==> src/hw/upm_map.vh <==
// Constants of the uplink port pin multiplexer: strap codes, register map, timing.
// Assumes inclusion by the upm design and testbench files.
`ifndef UPM_MAP_VH
`define UPM_MAP_VH
// Interface strap codes
`define UPM_MODE_MII          2'h0
`define UPM_MODE_RMII         2'h1
`define UPM_MODE_GMII         2'h2
`define UPM_MODE_RGMII        2'h3
`define UPM_MODE_RST          2'h3
// Configuration register offset and field
`define UPM_REG_CFG86         8'h56
`define UPM_REG_STATUS        8'h57
`define UPM_CFG_CLKSEL_BIT    7
`define UPM_CFG_OVR_BIT       6
`define UPM_CFG_RST           8'h00
// Reference clock divider: last count of each half period of the 50 MHz clock, in system cycles
`define UPM_REFDIV_HALF       4'h1
`define UPM_ROLE_RST          1'b1
`endif

==> src/hw/upm_sync.v <==
// Two-flop synchroniser for a bus of pin-level inputs.
// Assumes inputs are asynchronous to i_mclk.
`timescale 1ns/100ps
module upm_sync #(
    parameter W = 1
) (
    input  wire         i_mclk,   // System clock
    input  wire         i_rstn,   // Async reset, active low
    input  wire [W-1:0] i_d,      // Asynchronous input
    output wire [W-1:0] o_q       // Synchronised output
);
    reg [W-1:0] meta_q;
    reg [W-1:0] sync_q;

    // First flop feeds only the second
    always @(posedge i_mclk or negedge i_rstn) begin
        if (!i_rstn) begin
            meta_q <= {W{1'b0}};
            sync_q <= {W{1'b0}};
        end else begin
            meta_q <= i_d;
            sync_q <= meta_q;
        end
    end
    assign o_q = sync_q;
endmodule // upm_sync

==> src/hw/upm_edge.v <==
// Edge finder for a synchronised clock pin.
// Assumes i_lvl is already in the i_mclk domain.
`timescale 1ns/100ps
module upm_edge (
    input  wire i_mclk,   // System clock
    input  wire i_rstn,   // Async reset, active low
    input  wire i_lvl,    // Synchronised level
    output wire o_rise,   // One-cycle pulse on rising edge
    output wire o_fall    // One-cycle pulse on falling edge
);
    reg last_q;

    // Previous level for edge detection
    always @(posedge i_mclk or negedge i_rstn) begin
        if (!i_rstn) begin
            last_q <= 1'b0;
        end else begin
            last_q <= i_lvl;
        end
    end
    assign o_rise = i_lvl & ~last_q;
    assign o_fall = ~i_lvl & last_q;
endmodule // upm_edge

==> src/hw/upm_pin_mux.v <==
// Uplink port pin multiplexer: strap capture, lane gating, clock pin direction.
// Assumes pins pass through pad cells; output enables are active low (0 = drive).
// Summary of operation
// - Two strap bits pick MII, RMII, GMII or RGMII; RGMII by default.
// - Transmit enable input means enable, or transmit control in RGMII.
// - Transmit lanes 0-1 always, 2-3 except RMII, 4-7 only GMII.
// - Receive lanes 0-1 always, 2-3 except RMII, 4-7 only GMII.
// - Transmit error honoured only in GMII and MII.
// - Receive error driven only in GMII and MII.
// - Carrier sense and collision active only in GMII and MII.
// - Receive valid is valid, combined carrier/valid, or RGMII control.
// - Receive clock pin driven in GMII, RGMII, RMII clock mode and MII PHY role.
// - RGMII transmit data taken on both edges of the transmit clock.
// - MII clocks are outputs in PHY role, inputs in MAC role.
// - Role strap high gives MAC role, low gives PHY role.
// - GMII PHY role drives carrier and collision; MII PHY also clocks.
// - RMII role strap high is clock mode, low is normal mode.
// - Config register bit 7 may override the RMII clock choice.
// - Strap pins are inputs during reset and outputs afterwards.
// - Straps are sampled during reset to set the modes.
`timescale 1ns/100ps
`include "upm_map.vh"
module upm_pin_mux (
    // Clock and reset
    input  wire       i_mclk,                 // System clock, 40 MHz
    input  wire       i_rstn,                 // Async reset, active low

    // Strap pins and their LED drive
    input  wire       i_iface_strap_hi,       // Interface strap bit 1 pin level
    input  wire       i_iface_strap_lo,       // Interface strap bit 0 pin level
    input  wire       i_role_clock_strap,     // Role / RMII clock strap pin level
    input  wire       i_led_hi,               // LED level for strap pin bit 1
    input  wire       i_led_lo,               // LED level for strap pin bit 0
    input  wire       i_led_role,             // LED level for role strap pin
    output reg        o_strap_oen_n,          // Strap pins: 1 = input with pull-up
    output reg  [2:0] o_strap_out,            // Strap pins LED drive

    // Transmit pins from the far side
    input  wire       i_uplink_tx_enable_ctl, // Transmit enable / control pin
    input  wire [7:0] i_uplink_tx_data,       // Transmit data pins
    input  wire       i_uplink_tx_error,      // Transmit error pin
    input  wire       i_uplink_tx_clock,      // Transmit clock pin input
    output reg        o_uplink_tx_clock,      // Transmit clock pin drive
    output reg        o_uplink_tx_clock_oen_n,// Transmit clock enable, 0 = drive

    // Receive clock pin
    input  wire       i_uplink_rx_clock,      // Receive clock pin input
    output reg        o_uplink_rx_clock,      // Receive clock pin drive
    output reg        o_uplink_rx_clock_oen_n,// Receive clock enable, 0 = drive

    // Receive side of the core
    input  wire [7:0] i_core_rx_data,         // Core receive data
    input  wire       i_core_rx_valid,        // Core receive valid or control
    input  wire       i_core_rx_error,        // Core receive error
    input  wire       i_core_crs,             // Core carrier sense, PHY role
    input  wire       i_core_col,             // Core collision, PHY role
    input  wire       i_core_mii_clk,         // Core MII clock level, PHY role

    // Receive pins
    output reg  [7:0] o_uplink_rx_data,       // Receive data pins
    output reg  [7:0] o_uplink_rx_data_oen_n, // Receive data enables, 0 = drive
    output reg        o_uplink_rx_valid_ctl,  // Receive valid / control pin
    output reg        o_uplink_rx_error,      // Receive error pin
    output reg        o_uplink_rx_error_oen_n,// Receive error enable, 0 = drive

    // Carrier sense and collision pins
    input  wire       i_uplink_carrier_sense, // Carrier sense pin input
    input  wire       i_uplink_collision,     // Collision pin input
    output reg        o_uplink_carrier_sense, // Carrier sense pin drive
    output reg        o_uplink_collision,     // Collision pin drive
    output reg        o_uplink_cc_oen_n,      // Carrier/collision enable, 0 = drive

    // Transmit side of the core
    output reg        o_core_tx_en,           // Gated transmit enable
    output reg        o_core_tx_ctl,          // RGMII transmit control
    output reg  [7:0] o_core_tx_data,         // Gated transmit data
    output reg        o_core_tx_error,        // Gated transmit error
    output reg        o_core_crs,             // Carrier sense seen from pin, MAC role
    output reg        o_core_col,             // Collision seen from pin, MAC role

    // Captured configuration
    output reg  [1:0] o_mode,                 // Captured interface mode
    output reg        o_uplink_gig_mac,       // MAC role selected
    output reg        o_rmii_int_clk,         // RMII internal clock in use

    // Register port
    input  wire [7:0] i_reg_addr,             // Register address
    input  wire [7:0] i_reg_wdata,            // Register write data
    input  wire       i_reg_wr,               // Register write strobe
    input  wire       i_reg_rd,               // Register read strobe
    output reg  [7:0] o_reg_rdata             // Register read data, next cycle
);
    // Synchronised pin levels
    wire [2:0] strap_s;
    wire [3:0] pin_s;
    wire       txc_rise;
    wire       txc_fall;
    wire       rxc_rise;
    wire       rxc_fall;
    reg  [1:0] mode_q;
    reg        role_q;
    reg        cfg_clk_q;
    reg        cfg_ovr_q;
    reg        run_q;
    reg  [3:0] div_q;
    reg        ref_q;
    reg        gig_d;
    reg        ten_d;
    reg        rmii_int_d;
    reg  [7:0] lane_mask;

    // The strap synchroniser is never reset: it samples the pins all through
    // reset, so its output already holds the strap levels when reset ends.
    upm_sync #(.W(3)) u_strap_sync (
        .i_mclk (i_mclk),
        .i_rstn (1'b1),
        .i_d    ({i_iface_strap_hi, i_iface_strap_lo, i_role_clock_strap}),
        .o_q    (strap_s)
    );
    upm_sync #(.W(4)) u_pin_sync (
        .i_mclk (i_mclk),
        .i_rstn (i_rstn),
        .i_d    ({i_uplink_tx_clock, i_uplink_rx_clock, i_uplink_carrier_sense, i_uplink_collision}),
        .o_q    (pin_s)
    );
    upm_edge u_txc_edge (
        .i_mclk (i_mclk),
        .i_rstn (i_rstn),
        .i_lvl  (pin_s[3]),
        .o_rise (txc_rise),
        .o_fall (txc_fall)
    );
    upm_edge u_rxc_edge (
        .i_mclk (i_mclk),
        .i_rstn (i_rstn),
        .i_lvl  (pin_s[2]),
        .o_rise (rxc_rise),
        .o_fall (rxc_fall)
    );

    // Lane mask per mode, used for both directions
    function [7:0] lanes;
        input [1:0] m;
        begin
            case (m)
                `UPM_MODE_GMII: lanes = 8'hff;
                `UPM_MODE_RMII: lanes = 8'h03;
                default:        lanes = 8'h0f;
            endcase
        end
    endfunction

    // Strap capture: pads float high through pull-ups while the latch is open.
    // The straps must be steady for two clocks before release; the first
    // clocked cycle then closes the latch, before the pins turn to LED drive.
    // A later change on the pins cannot move the mode until the next reset.
    always @(posedge i_mclk or negedge i_rstn) begin
        if (!i_rstn) begin
            mode_q <= `UPM_MODE_RST;
            role_q <= `UPM_ROLE_RST;
            run_q  <= 1'b0;
        end else if (!run_q) begin
            mode_q <= strap_s[2:1];
            role_q <= strap_s[0];
            run_q  <= 1'b1;
        end
    end

    // Configuration register; writes are ignored elsewhere
    // Bit 6 enables the override; without it the role strap picks the clock
    always @(posedge i_mclk or negedge i_rstn) begin
        if (!i_rstn) begin
            cfg_clk_q <= 1'b0;
            cfg_ovr_q <= 1'b0;
        end else if (i_reg_wr && i_reg_addr == `UPM_REG_CFG86) begin
            cfg_clk_q <= i_reg_wdata[`UPM_CFG_CLKSEL_BIT];
            cfg_ovr_q <= i_reg_wdata[`UPM_CFG_OVR_BIT];
        end
    end

    // Mode decode; mode and role are frozen once run_q is set
    // gig_d marks the modes whose receive clock is always driven
    always @* begin
        gig_d      = (mode_q == `UPM_MODE_GMII) || (mode_q == `UPM_MODE_RGMII);
        ten_d      = (mode_q == `UPM_MODE_GMII) || (mode_q == `UPM_MODE_MII);
        rmii_int_d = cfg_ovr_q ? cfg_clk_q : role_q;
        lane_mask  = lanes(mode_q);
    end

    // 50 MHz reference is approximated at i_mclk/4; a real part uses a PLL
    // Limitation: the stand-in runs at a quarter of i_mclk, not at pin rate
    always @(posedge i_mclk or negedge i_rstn) begin
        if (!i_rstn) begin
            div_q <= 4'h0;
            ref_q <= 1'b0;
        end else if (div_q == `UPM_REFDIV_HALF) begin
            div_q <= 4'h0;
            ref_q <= ~ref_q;
        end else begin
            div_q <= div_q + 4'h1;
        end
    end

    // Transmit path: capture on clock edges; RGMII takes both edges
    // Data pins are not synchronised: they are steady around the clock edge
    always @(posedge i_mclk or negedge i_rstn) begin
        if (!i_rstn) begin
            o_core_tx_en    <= 1'b0;
            o_core_tx_ctl   <= 1'b0;
            o_core_tx_data  <= 8'h00;
            o_core_tx_error <= 1'b0;
        end else if (txc_rise || (mode_q == `UPM_MODE_RGMII && txc_fall)) begin
            o_core_tx_en    <= (mode_q != `UPM_MODE_RGMII) & i_uplink_tx_enable_ctl;
            o_core_tx_ctl   <= (mode_q == `UPM_MODE_RGMII) & i_uplink_tx_enable_ctl;
            o_core_tx_data  <= i_uplink_tx_data & lane_mask;
            o_core_tx_error <= ten_d & i_uplink_tx_error;
        end
    end

    // Receive path and pin directions
    // All pins stay undriven until the straps are latched
    always @(posedge i_mclk or negedge i_rstn) begin
        if (!i_rstn) begin
            o_uplink_rx_data        <= 8'h00;
            o_uplink_rx_data_oen_n  <= 8'hff;
            o_uplink_rx_valid_ctl   <= 1'b0;
            o_uplink_rx_error       <= 1'b0;
            o_uplink_rx_error_oen_n <= 1'b1;
            o_uplink_carrier_sense  <= 1'b0;
            o_uplink_collision      <= 1'b0;
            o_uplink_cc_oen_n       <= 1'b1;
            o_uplink_tx_clock       <= 1'b0;
            o_uplink_tx_clock_oen_n <= 1'b1;
            o_uplink_rx_clock       <= 1'b0;
            o_uplink_rx_clock_oen_n <= 1'b1;
            o_core_crs              <= 1'b0;
            o_core_col              <= 1'b0;
        end else if (run_q) begin
            o_uplink_rx_data        <= i_core_rx_data & lane_mask;
            o_uplink_rx_data_oen_n  <= ~lane_mask;
            o_uplink_rx_valid_ctl   <= i_core_rx_valid;
            o_uplink_rx_error       <= ten_d & i_core_rx_error;
            o_uplink_rx_error_oen_n <= ~ten_d;
            o_uplink_carrier_sense  <= ten_d & ~role_q & i_core_crs;
            o_uplink_collision      <= ten_d & ~role_q & i_core_col;
            o_uplink_cc_oen_n       <= ~(ten_d & ~role_q);
            o_core_crs              <= ten_d & role_q & pin_s[1];
            o_core_col              <= ten_d & role_q & pin_s[0];
            // Transmit clock driven only by an MII PHY; else far side drives it
            o_uplink_tx_clock       <= i_core_mii_clk;
            o_uplink_tx_clock_oen_n <= ~(mode_q == `UPM_MODE_MII && !role_q);
            case (mode_q)
                `UPM_MODE_MII: begin
                    o_uplink_rx_clock       <= i_core_mii_clk;
                    o_uplink_rx_clock_oen_n <= role_q;
                end
                `UPM_MODE_RMII: begin
                    o_uplink_rx_clock       <= ref_q;
                    o_uplink_rx_clock_oen_n <= ~rmii_int_d;
                end
                default: begin
                    o_uplink_rx_clock       <= ref_q;
                    o_uplink_rx_clock_oen_n <= ~gig_d;
                end
            endcase
        end
    end

    // Strap pins: released to input during reset, LED drive afterwards
    always @(posedge i_mclk or negedge i_rstn) begin
        if (!i_rstn) begin
            o_strap_oen_n <= 1'b1;
            o_strap_out   <= 3'h0;
        end else begin
            o_strap_oen_n <= ~run_q;
            o_strap_out   <= {i_led_hi, i_led_lo, i_led_role};
        end
    end

    // Status outputs and register reads; unmapped reads give zero
    // Status reads show the live selections, override included
    always @(posedge i_mclk or negedge i_rstn) begin
        if (!i_rstn) begin
            o_mode           <= `UPM_MODE_RST;
            o_uplink_gig_mac <= `UPM_ROLE_RST;
            o_rmii_int_clk   <= 1'b0;
            o_reg_rdata      <= 8'h00;
        end else begin
            o_mode           <= mode_q;
            o_uplink_gig_mac <= role_q;
            o_rmii_int_clk   <= (mode_q == `UPM_MODE_RMII) & rmii_int_d;
            if (i_reg_rd && i_reg_addr == `UPM_REG_CFG86) begin
                o_reg_rdata <= {cfg_clk_q, cfg_ovr_q, 6'h00};
            end else if (i_reg_rd && i_reg_addr == `UPM_REG_STATUS) begin
                o_reg_rdata <= {4'h0, rmii_int_d, role_q, mode_q};
            end else begin
                o_reg_rdata <= 8'h00;
            end
        end
    end
    // Receive clock edges are kept for a later RGMII loop check
    wire unused_rxc = rxc_rise | rxc_fall;
endmodule // upm_pin_mux

==> config.mk <==
export PLATFORM = sky130hd
export DESIGN_NAME = upm_pin_mux
export DESIGN_NICKNAME = d
export VERILOG_FILES = /design/src/hw/upm_sync.v /design/src/hw/upm_edge.v /design/src/hw/upm_pin_mux.v
export VERILOG_INCLUDE_DIRS = /design/src /design/src/hw
export SDC_FILE = /design/constraint.sdc
export NUM_CORES = 1
export LEC_CHECK = 0
export ABC_AREA = 1
export CORE_ASPECT_RATIO = 1.2
export CORE_MARGIN = 1
export CORE_UTILIZATION = 44
export DETAILED_ROUTE_END_ITERATION = 10
export DONT_BUFFER_PORTS = 1
export GPL_TIMING_DRIVEN = 0
export SLEW_MARGIN = 10
export SYNTH_ARGS = -nofsm -noshare
export SYNTH_HDL_FRONTEND = slang
export SYNTH_HIERARCHICAL = 1
export SYNTH_SLANG_ARGS = --single-unit
==> constraint.sdc <==
create_clock -name i_mclk -period 1.7 [get_ports i_mclk]
set_clock_uncertainty 0.05 [all_clocks]
set_input_delay 0.085 -clock i_mclk [delete_from_list [all_inputs] [get_ports i_mclk]]
set_output_delay 0.085 -clock i_mclk [all_outputs]
set_load 0.01 [all_outputs]
Word-level counts from Yosys, hierarchy flattened
Cells that the tools add are included.
Widths: inputs -> output; s select.
{ "totals": {"regBits": 81, "out_inout_bits": 55, "input_bits": 53, "word_cells": 87} }
{ "classes": {"mux": 7, "add_sub_neg": 1, "n_bitwise": 26, "n_reduce_logical": 10, "eq_ne": 7} }
{ "op_table": {"columns": ["cell", "n"], "rows": [
  ["$and 8x8->8", 2],
  ["$eq 8x7->1 const B", 2],
  ["$pmux 8 s2", 1],
  ["$and 1x1->1", 13],
  ["$not 1->1", 10],
  ["$mux 4", 2],
  ["$mux 8", 1],
  ["$not 8->8", 1],
  ["$logic_and 1x1->1", 5],
  ["$add 4x1->4 const B", 1],
  ["$eq 2x2->1 const B", 2],
  ["$eq 4x1->1 const B", 1],
  ["$logic_or 1x1->1", 3],
  ["$eq 2x1->1 const B", 1],
  ["$logic_not 2->1", 1],
  ["$mux 1", 2],
  ["$ne 2x2->1 const B", 1],
  ["$pmux 1 s2", 1],
  ["$logic_not 1->1", 1]
]} }

Depth between registers and ports, before layout
Gate-level depths: netlist of run 1.
{ "depth": {"word_depth": 4, "ltp_mapped": 9, "ltp_nobuf": 7} }

By module
Netlist of run 1, hierarchy kept.
{ "by_module_without_submodules": {"columns": ["mod", "area_per_inst_um2", "seq_area_each_um2", "n_inst", "cells_each"], "rows": [
  ["upm_pin_mux", 2323.5, 1493.9, 1, 241],
  ["upm_sync (u_pin_sync)", 200.2, 200.2, 1, 8],
  ["upm_sync (u_strap_sync)", 150.1, 150.1, 1, 6],
  ["upm_edge", 40.0, 25.0, 1, 5]
]} }

Worst setup path before layout of run 1
No wires, ideal clock.
{ "synth_path": {"path_type": "register to register", "start": "register mode_q[0] (netlist: lanes.m[0])", "end": "register o_core_tx_data[3]", "setup_slack_ns": 0.426, "setup_ns": 0.118, "arrival_time_ns": 1.106, "n_path_buf": 2, "stages_incl_launch_ff": 10, "required_time_ns": 1.532, "synth_period_minus_slack_ns": 1.274, "cell_sequence": "dfstp_2 buf_6 nand2_2 inv_2 nand2_1 nand2_2 inv_2 buf_6 nand2_1 nand2_1"} }
{ "synth_between": {"elab_chain_len": 3, "elab_cells_between_ends": 7, "cone_classes": "eq/ne (3); mux (1); bitwise (1); reduce/logical (2)"} }
{ "synth_rtl": {"columns": ["item", "line", "text"], "rows": [
  ["from (decl)", "upm_pin_mux.v:100", "reg [1:0] mode_q;"],
  ["from (signal assigned)", "upm_pin_mux.v:159", "mode_q <= `UPM_MODE_RST;"],
  ["from (signal assigned)", "upm_pin_mux.v:163", "mode_q <= strap_s[2:1];"],
  ["$eq 2x1->1, or another cell as far along", "upm_pin_mux.v:145", "case (m)"],
  ["$pmux 8 s2 / $logic_and 1x1->1 (equally long branches)", "upm_pin_mux.v:145, upm_pin_mux.v:212", null],
  ["$and 8x8->8 / $logic_or 1x1->1 (equally long branches)", "upm_pin_mux.v:215, upm_pin_mux.v:212", null],
  ["to (signal assigned)", "upm_pin_mux.v:215", "o_core_tx_data <= i_uplink_tx_data & lane_mask;"],
  ["to (decl)", "upm_pin_mux.v:76", "output reg [7:0] o_core_tx_data,"]
]} }
Several ways; a longest one is shown, not always the timed one.
A chain may end at the register's enable or synchronous reset.

Final worst setup path of run 1
{ "layout_path": {"start": "register role_q", "end": "register o_reg_rdata[2]"} }
{ "layout_between": {"elab_chain_len": 2} }
{ "layout_rtl": {"columns": ["item", "line", "text"], "rows": [
  ["from (decl)", "upm_pin_mux.v:101", "reg role_q;"],
  ["from (signal assigned)", "upm_pin_mux.v:160", "role_q <= `UPM_ROLE_RST;"],
  ["from (signal assigned)", "upm_pin_mux.v:164", "role_q <= strap_s[0];"],
  ["$mux 4", "upm_pin_mux.v:294", "end else if (i_reg_rd && i_reg_addr == `UPM_REG_STATUS) begin"],
  ["$mux 8", "upm_pin_mux.v:292", "if (i_reg_rd && i_reg_addr == `UPM_REG_CFG86) begin"],
  ["to (signal assigned)", "upm_pin_mux.v:293", "o_reg_rdata <= {cfg_clk_q, cfg_ovr_q, 6'h00};"],
  ["to (signal assigned)", "upm_pin_mux.v:295", "o_reg_rdata <= {4'h0, rmii_int_d, role_q, mode_q};"],
  ["to (decl)", "upm_pin_mux.v:91", "output reg [7:0] o_reg_rdata"]
]} }
No other way between the ends.

==> run_results.csv, run 1 <==
group,metric,value,unit
route,wirelength,5.445,mm
worst_setup_path,slowest_delay,0.58,ns
clocking,clk_path_buf_depth,2,
clocking,clockRootBuffer,"clkbuf_8",
die,row_count,30,
worst_setup_path,startpoint_type,"register",
timing,setup_tns,0,ns
power_and_ir_drop,leakagePower,1.738,nW
global_routing,antenna_found_initial,0,
run,drv_cap,0,
worst_setup_path,cp.depth,3,
worst_setup_path,crit_chain,"inv_1, nor3_1, dlygate4sd3_1",
route,drt_iter0_drc,79,
worst_setup_path,end_kind,"register",
timing,maxSlewViolCount,0,
global_routing,grt_max_degree,67,
layout,drive_gt1_share,15.79,%
min_path,min_path_cells,3,
worst_setup_path,crit_fanout,5,
layout,diodes,0,
global_routing,grt-ovfl-total,0,
die,initial_core_util,46.38,%
clocking,cts_max_level,3,
route,antenna_left,0,
power_and_ir_drop,switchingPower,0.0009446,W
die,die_h,87.24,um
clocking,cts_tree,"built",
die,ioPinCount,108,
placement,place.gp.congestion,0.6689,
timing,setup_viol,0,
layout,syn_to_final_growth,29.83,%
route,firstDrtPassIters,4,
route,avgViaCountPerCell,4.553,
yosys,synth.cell_area,2664,um^2
global_routing,grt_pass1_wl,8.700,mm
min_path,worst_hold_path_type,"input pin to register",
power_and_ir_drop,clkPwrFrac,39.5,%
route,drc,0,
power_and_ir_drop,pwr-share-seq,51.8,%
die,fp.coreArea,5743,um^2
clocking,cts-resized-gates,0,
status,status,"complete, no violations",
worst_setup_path,critPathTopFamily,"buffers and inverters",
worst_setup_path,crit_type,"register to register",
placement,port_buffers,0,
timing,post-route-min-period,1.558,ns
route,wl_per_cell,13.51,um
power_and_ir_drop,p_int,0.002876,W
timing,rsz0062_at_grt,"no",
route,dr_total_vias,1835,
layout,finish.net_count,371,
power_and_ir_drop,netSwitchingFraction,24.73,%
clocking,clk_pin_slew,0.08,ns
power_and_ir_drop,combPwrFrac,8.7,%
timing,hold_violations,0,
global_routing,grt_pass1_vias,1940,
global_routing,grt_use_total,18.91,%
power_and_ir_drop,vdd_drop_max,0.6751,mV
worst_setup_path,crit_slowest_cell,"dfstp_2",
worst_setup_path,ff2ff_path_depth,3,
die,die-area,6371,um^2
worst_setup_path,cp.arrival,1.79,ns
power_and_ir_drop,total_power,0.003820,W
worst_setup_path,required,1.93,ns
power_and_ir_drop,powerDensity,1105,nW/um^2
layout,fillCellCount,492,
clocking,cts.sinks,72,
clocking,numCtsBuffers,9,
worst_setup_path,crit_buf_inv,2,
yosys,synth_area_per_cell,10.32,um^2
yosys,yosys_warnings,6,
yosys,synthCells,258,
worst_setup_path,r2r_setup_slack,0.14,ns
timing,max_freq,0.6420,GHz
clocking,worstSkewPairLatency,0.34,ns
die,die_width,73.03,um
placement,dp_hpwl,3.327,mm
timing,finalCritPeriodShare,91.62,%
==> flip-flops by register name, summed over array words and instances (netlist names), 2 cells and up <==
name                    flops
o_core_tx_data              8
lanes.m                     2
o_reg_rdata                 6
u_strap_sync/meta_q         3
u_pin_sync/meta_q           3
o_uplink_rx_data            8
u_pin_sync/o_q              3
o_mode                      2
o_uplink_rx_data_oen_n      3
div_q                       4
u_strap_sync/o_q            3
o_strap_out                 3
==> cells in the final DEF (no fill, tap or decap), types with 2 or more instances in the layout <==
cell	n
clkinvlp_4	2
inv_1	20
nor2_1	17
nand2_1	83
inv_2	3
clkbuf_8	10
clkinv_4	2
conb_1	9
o21bai_1	3
nor3_1	6
nand2_2	2
nand3_1	25
o21ai_0	7
buf_2	3
dfrtp_1	58
buf_6	3
dfstp_2	14
dlygate4sd3_1	41
bufinv_16	2
buf_4	7
==> power groups by stage <==
| stage | clock [W] | combinational, W | sequential (W) |
|---|---|---|---|
| finish | 0.00151 | 0.000332 | 0.00198 |
| CTS | 0.00154 | 0.000335 | 0.00198 |
| floorplan | 0 | 0.000180 | 0.00199 |
| global route | 0.00163 | 0.000378 | 0.00200 |
| global placement | 0 | 0.000215 | 0.00201 |
| detailed placement | 0 | 0.000221 | 0.00201 |
==> layout make-up <==
cell class	count	area, um^2	share of cell area (%)
plain buffers	13	101.3	2.931
clock buffers	10	137.6	3.980
clock inverters	6	92.59	2.677
inverters	23	86.33	2.496
multi-input cells	157	683.2	19.75
flip-flops and latches	72	1819	52.60
well taps	80	100.1	2.894
repair buffers	42	437.9	12.66
==> routing by layer <==
layer  vias up  GRT usage (%)  share of wire, %
met4         0          9.804               2.0
met2        65          31.23                50
met5         -              0                 0
met1       862          21.62                42
li1        899              -                 -
met3         9          6.366               5.7
==> what timing repair did <==
action | 4_1_cts | 5_1_grt
hold buffers | 44 | 0
setup endpoints to repair | 0 | 2
setup buffers | 0 | 0
hold endpoints to repair | 108 | 0
==> through the flow <==
step	instances	cell area, um^2	util (%)	hold WS [ns]	setup WS, ns
after floorplan	265	2690	-	-0.2606	0.4264
after global placement	345	2790	48.58	-0.2593	0.3344
after detailed placement	345	2790	48.58	-0.2593	0.3303
after CTS	405	3478	60.57	0.02032	0.04588
after global routing	403	3458	60.22	0.07334	0.06366
final	403	3458	60.22	0.02600	0.1425
==> tightest hold or removal path, delay by kind of cell <==
family,cells,cell delay (ns)
AND/OR/NAND/NOR,3,0.30
==> worst paths after layout <==
kind,from,endpoint
setup / recovery,role_q,o_reg_rdata[2]
hold / removal,i_reg_addr[7],o_reg_rdata[6]
setup reg to reg,role_q,o_reg_rdata[2]
hold reg to reg,u_strap_sync/meta_q[1],u_strap_sync/o_q[1]
max in group asynchronous,i_rstn,o_uplink_cc_oen_n
min in group asynchronous,i_rstn,o_core_tx_data[0]
No activity file was read; power rests on OpenSTA's default activity.
==> run 2: changes to the inputs <==
- PLACE_DENSITY: unset -> 0.62
==> run 2 against run 1 <==
Against the previous run: fmax is 7.1% lower; die area stayed put; worst hold slack better by 0.014 ns; final cell count is 0.25% higher; largest power group unchanged; largest cell class unchanged; via count is 3.5% higher.
==> run_results.csv, run 2 (synthesized netlist as in run 1, its figures left out) <==
group,metric,value,unit
route,firstDrtPassIters,6,
power_and_ir_drop,pwr-share-seq,50.6,%
worst_setup_path,crit_chain,"dlygate4sd3_1, nand3_1, dlygate4sd3_1, nand2_1, dlygate4sd3_1",
power_and_ir_drop,netSwitchingFraction,23.96,%
worst_setup_path,cp.arrival,1.85,ns
route,antenna_left,0,
power_and_ir_drop,combPwrFrac,8.5,%
global_routing,grtUsageMet3,5.556,%
min_path,min_from,"i_reg_addr[7]",
layout,layout_common_cells,"nand2_1, dfrtp_1, dlygate4sd3_1",
clocking,clk_pin_slew,0.08,ns
power_and_ir_drop,switchingPower,0.0009395,W
global_routing,use_met2,32.49,%
clocking,clockRootBuffer,"clkbuf_8",
timing,hold_ws,0.04021,ns
worst_setup_path,cp_common_cell,"dlygate4sd3_1",
global_routing,use_met1,21.49,%
die,row_count,30,
global_routing,grt_pass1_vias,2001,
layout,diodes,0,
worst_setup_path,slowest_delay,0.56,ns
worst_setup_path,r2r_start,"lanes.m[0]",
worst_setup_path,crit_slowest_cell,"dlygate4sd3_1",
route,wirelength,5.534,mm
die,die_h,87.24,um
global_routing,grt_pass1_wl,8.970,mm
run,drv_cap,0,
power_and_ir_drop,vdd_drop_max,0.6444,mV
global_routing,antenna_found_initial,0,
timing,post-route-min-period,1.677,ns
die,fp.coreArea,5743,um^2
worst_setup_path,crit_buf_inv,3,
min_path,worst_hold_path_type,"input pin to register",
layout,finish.net_count,372,
worst_setup_path,required,1.88,ns
clocking,numCtsBuffers,9,
timing,postLayoutSetupSlackWorst,0.02296,ns
layout,final_common_cell,"nand2_1",
timing,maxSlewViolCount,0,
power_and_ir_drop,leakagePower,1.750,nW
clocking,worstSkewPairLatency,0.34,ns
timing,setup_viol,0,
layout,fillCellCount,509,
route,wl_per_cell,13.70,um
worst_setup_path,startpoint_type,"input pin",
route,dr_total_vias,1899,
power_and_ir_drop,p_int,0.002981,W
timing,max_freq,0.5963,GHz
die,initial_core_util,46.38,%
route,drt_iter0_drc,52,
global_routing,grt_busiest_layer,"met2",
timing,hold_violations,0,
clocking,cts_tree,"built",
layout,layout.area.seq,1819,um^2
die,die_width,73.03,um
worst_setup_path,end_kind,"register",
power_and_ir_drop,clkPwrFrac,40.9,%
clocking,clk_path_buf_depth,2,
worst_setup_path,crit_start,"i_reg_wdata[6]",
global_routing,grt_max_degree,67,
die,die-area,6371,um^2
route,avgViaCountPerCell,4.700,
clocking,cts_setup_buffers,0,
layout,final_util,60.63,%
clocking,cts_max_level,3,
worst_setup_path,critPathTopFamily,"buffers and inverters",
worst_setup_path,crit_type,"input pin to register",
power_and_ir_drop,powerDensity,1126,nW/um^2
placement,port_buffers,0,
global_routing,grt-ovfl-total,0,
timing,setup_tns,0,ns
layout,syn_to_final_growth,30.72,%
clocking,cts.sinks,72,
status,status,"complete, no violations",
layout,multi_input_area,683.2,um^2
layout,drive_gt1_share,15.74,%
clocking,cts-resized-gates,0,
layout,largest_registers,"o_core_tx_data x8, o_uplink_rx_data x8, o_reg_rdata x6",
worst_setup_path,crit_fanout,1,
timing,rsz0062_at_grt,"no",
placement,dp_hpwl,3.394,mm
route,drc,0,
timing,finalCritPeriodShare,98.65,%
placement,dp_slack,0.3237,ns
placement,place.gp.congestion,0.6932,
die,ioPinCount,108,
global_routing,grt_use_total,19.16,%
-- run 2: cell types whose count changed in the layout (fill, tap and decap cells not counted), sizes merged --
cell / change
bufinv: +1
clkbuf: -1
clkinv: +1
clkinvlp: -1
dlygate4sd3: +1
-- run 2: what timing repair did --
item,in CTS,in global routing
endpoints found under the hold margin,108,0
hold buffers,44,0
setup endpoints to repair,0,1
-- run 2: worst min-delay path, stage by stage --
cell,delay [ns]
nor2_1,0.04
nand3_1,0.20
nor3_1,0.07
-- run 2: power by group through the flow --
stage                     combinational (W)  clock (W)  sequential, W
after CTS                          0.000336    0.00165        0.00198
after detailed placement           0.000221          0        0.00201
after global routing               0.000378    0.00173        0.00200
after floorplan                    0.000180          0        0.00199
final                              0.000332    0.00161        0.00198
after global placement             0.000216          0        0.00201
-- run 2: metal layers --
layer	part of all wire, %	wire length [um]	vias up
met5	0	0	-
met1	40	2241	917
met2	51	2825	65
li1	-	-	904
met4	2.4	133	0
met3	6.0	333	13
-- run 2: path summary, 6_finish.rpt --
kind	end	slack (ns)	cells past startpoint
setup / recovery	cfg_ovr_q	0.02	5
hold / removal	o_reg_rdata[6]	0.04	3
setup reg to reg	o_reg_rdata[0]	0.07	4
hold reg to reg	u_strap_sync/o_q[1]	0.30	0
max in group asynchronous	o_uplink_gig_mac	1.04	2
min in group asynchronous	div_q[1]	0.26	2
-- run 2: final cells by class --
| class | count | area share [%] |
|---|---|---|
| flip-flops and latches | 72 | 52.25 |
| multi-input cells | 157 | 19.62 |
| repair buffers | 43 | 12.86 |
| clock buffers | 9 | 3.557 |
| clock inverters | 7 | 3.450 |
| plain buffers | 13 | 2.911 |
| well taps | 80 | 2.875 |
| inverters | 23 | 2.479 |
-- run 2: per-stage QoR --
step	std cells	power [W]	cell area, um^2
global route	404	0.004106	3482
CTS	405	0.003964	3492
detailed placement	345	0.002233	2790
floorplan	265	0.002167	2690
finish	404	0.003921	3482
global placement	345	0.002227	2790
==> run 3: changes to the inputs <==
- BUFFER_PORTS_ARGS: unset -> -buffer_cell sky130_fd_sc_hd__buf_2
- DONT_BUFFER_PORTS: 1 -> unset
- PLACE_DENSITY: 0.62 -> 0.77
==> run 3 against run 2 <==
Against the previous run: final cell count rose by 22%; utilization rose by 5.8 points; highest routed layer unchanged; register-to-register slack better by 0.23 ns; total power shrank 6.8%; clock-buffer cell count is 4 higher; global-route usage grew 1.1 points; combinational power rose by 55%; final area grew 9.6%; die area stayed put; worst hold slack got worse by 0.0048 ns.
==> run_results.csv, run 3 (synthesized netlist as in run 1, its figures left out) <==
group,metric,value,unit
timing,hold_violations,0,
layout,layout_common_cells,"buf_2, nand2_1, dfrtp_1",
global_routing,grt_max_degree,67,
route,wirelength,5.943,mm
timing,setup_tns,0,ns
worst_setup_path,crit_fanout,10,
clocking,worstSkewPairLatency,0.33,ns
die,ioPinCount,108,
die,initial_core_util,46.38,%
layout,syn_to_final_growth,43.31,%
clocking,cts.sinks,72,
placement,dp_hpwl,3.972,mm
clocking,cts-resized-gates,0,
worst_setup_path,required,1.87,ns
layout,final_util,66.47,%
route,drc,0,
placement,place.gp.congestion,0.7489,
die,die-area,6371,um^2
clocking,cts_hold_buf,35,
clocking,clockRootBuffer,"clkbuf_8",
clocking,cts_setup_buffers,0,
die,die_width,73.03,um
timing,slew_headroom,46.88,%
worst_setup_path,end_kind,"register",
power_and_ir_drop,leakagePower,2.121,nW
power_and_ir_drop,total_power,0.003653,W
timing,maxSlewViolCount,0,
global_routing,grt_pass1_vias,2216,
layout,final_common_cell,"buf_2",
worst_setup_path,crit_type,"register to register",
route,drt_iter0_drc,96,
worst_setup_path,startpoint_type,"register",
timing,rsz0062_at_grt,"no",
status,status,"complete, no violations",
layout,diodes,0,
die,row_count,30,
route,dr_total_vias,2188,
timing,max_freq,0.7165,GHz
clocking,cts_tree,"built",
clocking,clk_path_buf_depth,2,
die,die_h,87.24,um
timing,finalCritPeriodShare,82.10,%
clocking,cts_max_level,3,
timing,tightest_slew,0.7969,ns
route,avgViaCountPerCell,4.429,
timing,setup_viol,0,
global_routing,grt-ovfl-total,0,
die,fp.coreArea,5743,um^2
timing,post-route-min-period,1.396,ns
layout,largest_registers,"o_core_tx_data x8, o_uplink_rx_data x8, o_reg_rdata x6",
worst_setup_path,cp.arrival,1.56,ns
clocking,clk_pin_slew,0.07,ns
run,drv_cap,0,
route,antenna_left,0,
route,firstDrtPassIters,4,
global_routing,antenna_found_initial,0,
layout,finish.net_count,462,
power_and_ir_drop,vdd_drop_max,0.6465,mV
power_and_ir_drop,powerDensity,956.8,nW/um^2
route,wl_per_cell,12.03,um
layout,drive_gt1_share,35.51,%
global_routing,grt_pass1_wl,9.439,mm
min_path,worst_hold_path_type,"input pin to register",
placement,port_buffers,98,
global_routing,grt_use_total,20.22,%
timing,hold_ws,0.03539,ns
clocking,numCtsBuffers,9,
[run 3: final timing paths]
kind	start	endpoint	slack, ns	cells after the start
setup / recovery	lanes.m[0]	o_core_tx_data[1]	0.30	9
hold / removal	i_reg_wr	cfg_clk_q	0.04	5
setup reg to reg	lanes.m[0]	o_core_tx_data[1]	0.30	9
hold reg to reg	u_pin_sync/meta_q[0]	u_pin_sync/o_q[0]	0.30	0
max in group asynchronous	i_rstn	o_uplink_carrier_sense	0.75	2
min in group asynchronous	i_rstn	o_uplink_rx_data[0]	0.33	2
[run 3: power by group]
group / switching [W] / leakage (nW) / internal (W) / total, W
sequential: 0.0000627 / 0.878 / 0.00185 / 0.00192
combinational: 0.000276 / 1.14 / 0.000238 / 0.000514
clock: 0.000580 / 0.0992 / 0.000643 / 0.00122
total: 0.000918 / 2.12 / 0.00273 / 0.00365
[run 3: routing by layer]
layer	GRT usage (%)	share of wire [%]	up-vias
met2	36.62	55	64
met5	0	0	-
met3	4.051	4.1	8
met4	11.23	1.4	0
met1	21.71	40	1034
li1	-	-	1082
[run 3: worst max-delay path, cell delays in order (launching register included)]
cell and delay, ns:
dfstp_2 0.54, buf_6 0.15, nand2_2 0.07, inv_2 0.06, nand2_1 0.05, nand2_2 0.08
inv_2 0.04, buf_6 0.13, nand2_1 0.06, nand2_1 0.05
[run 3: cell type report]
type | count | area, um^2
Timing Repair Buffer | 133 | 843.3
Buffer | 13 | 101.3
Multi-Input combinational cell | 157 | 683.2
Tap cell | 80 | 100.1
Sequential cell | 72 | 1819
Clock inverter | 3 | 15.01
Clock buffer | 13 | 168.9
Fill cell | 482 | 1926
Inverter | 23 | 86.33
[run 3: through the flow]
step                area [um^2]  cells  setup slack, ns
floorplan                  2690    265           0.4264
global placement           3281    443           0.2665
detailed placement         3283    443           0.3149
CTS                        3817    494           0.2983
global route               3817    494           0.2141
finish                     3817    494           0.3044
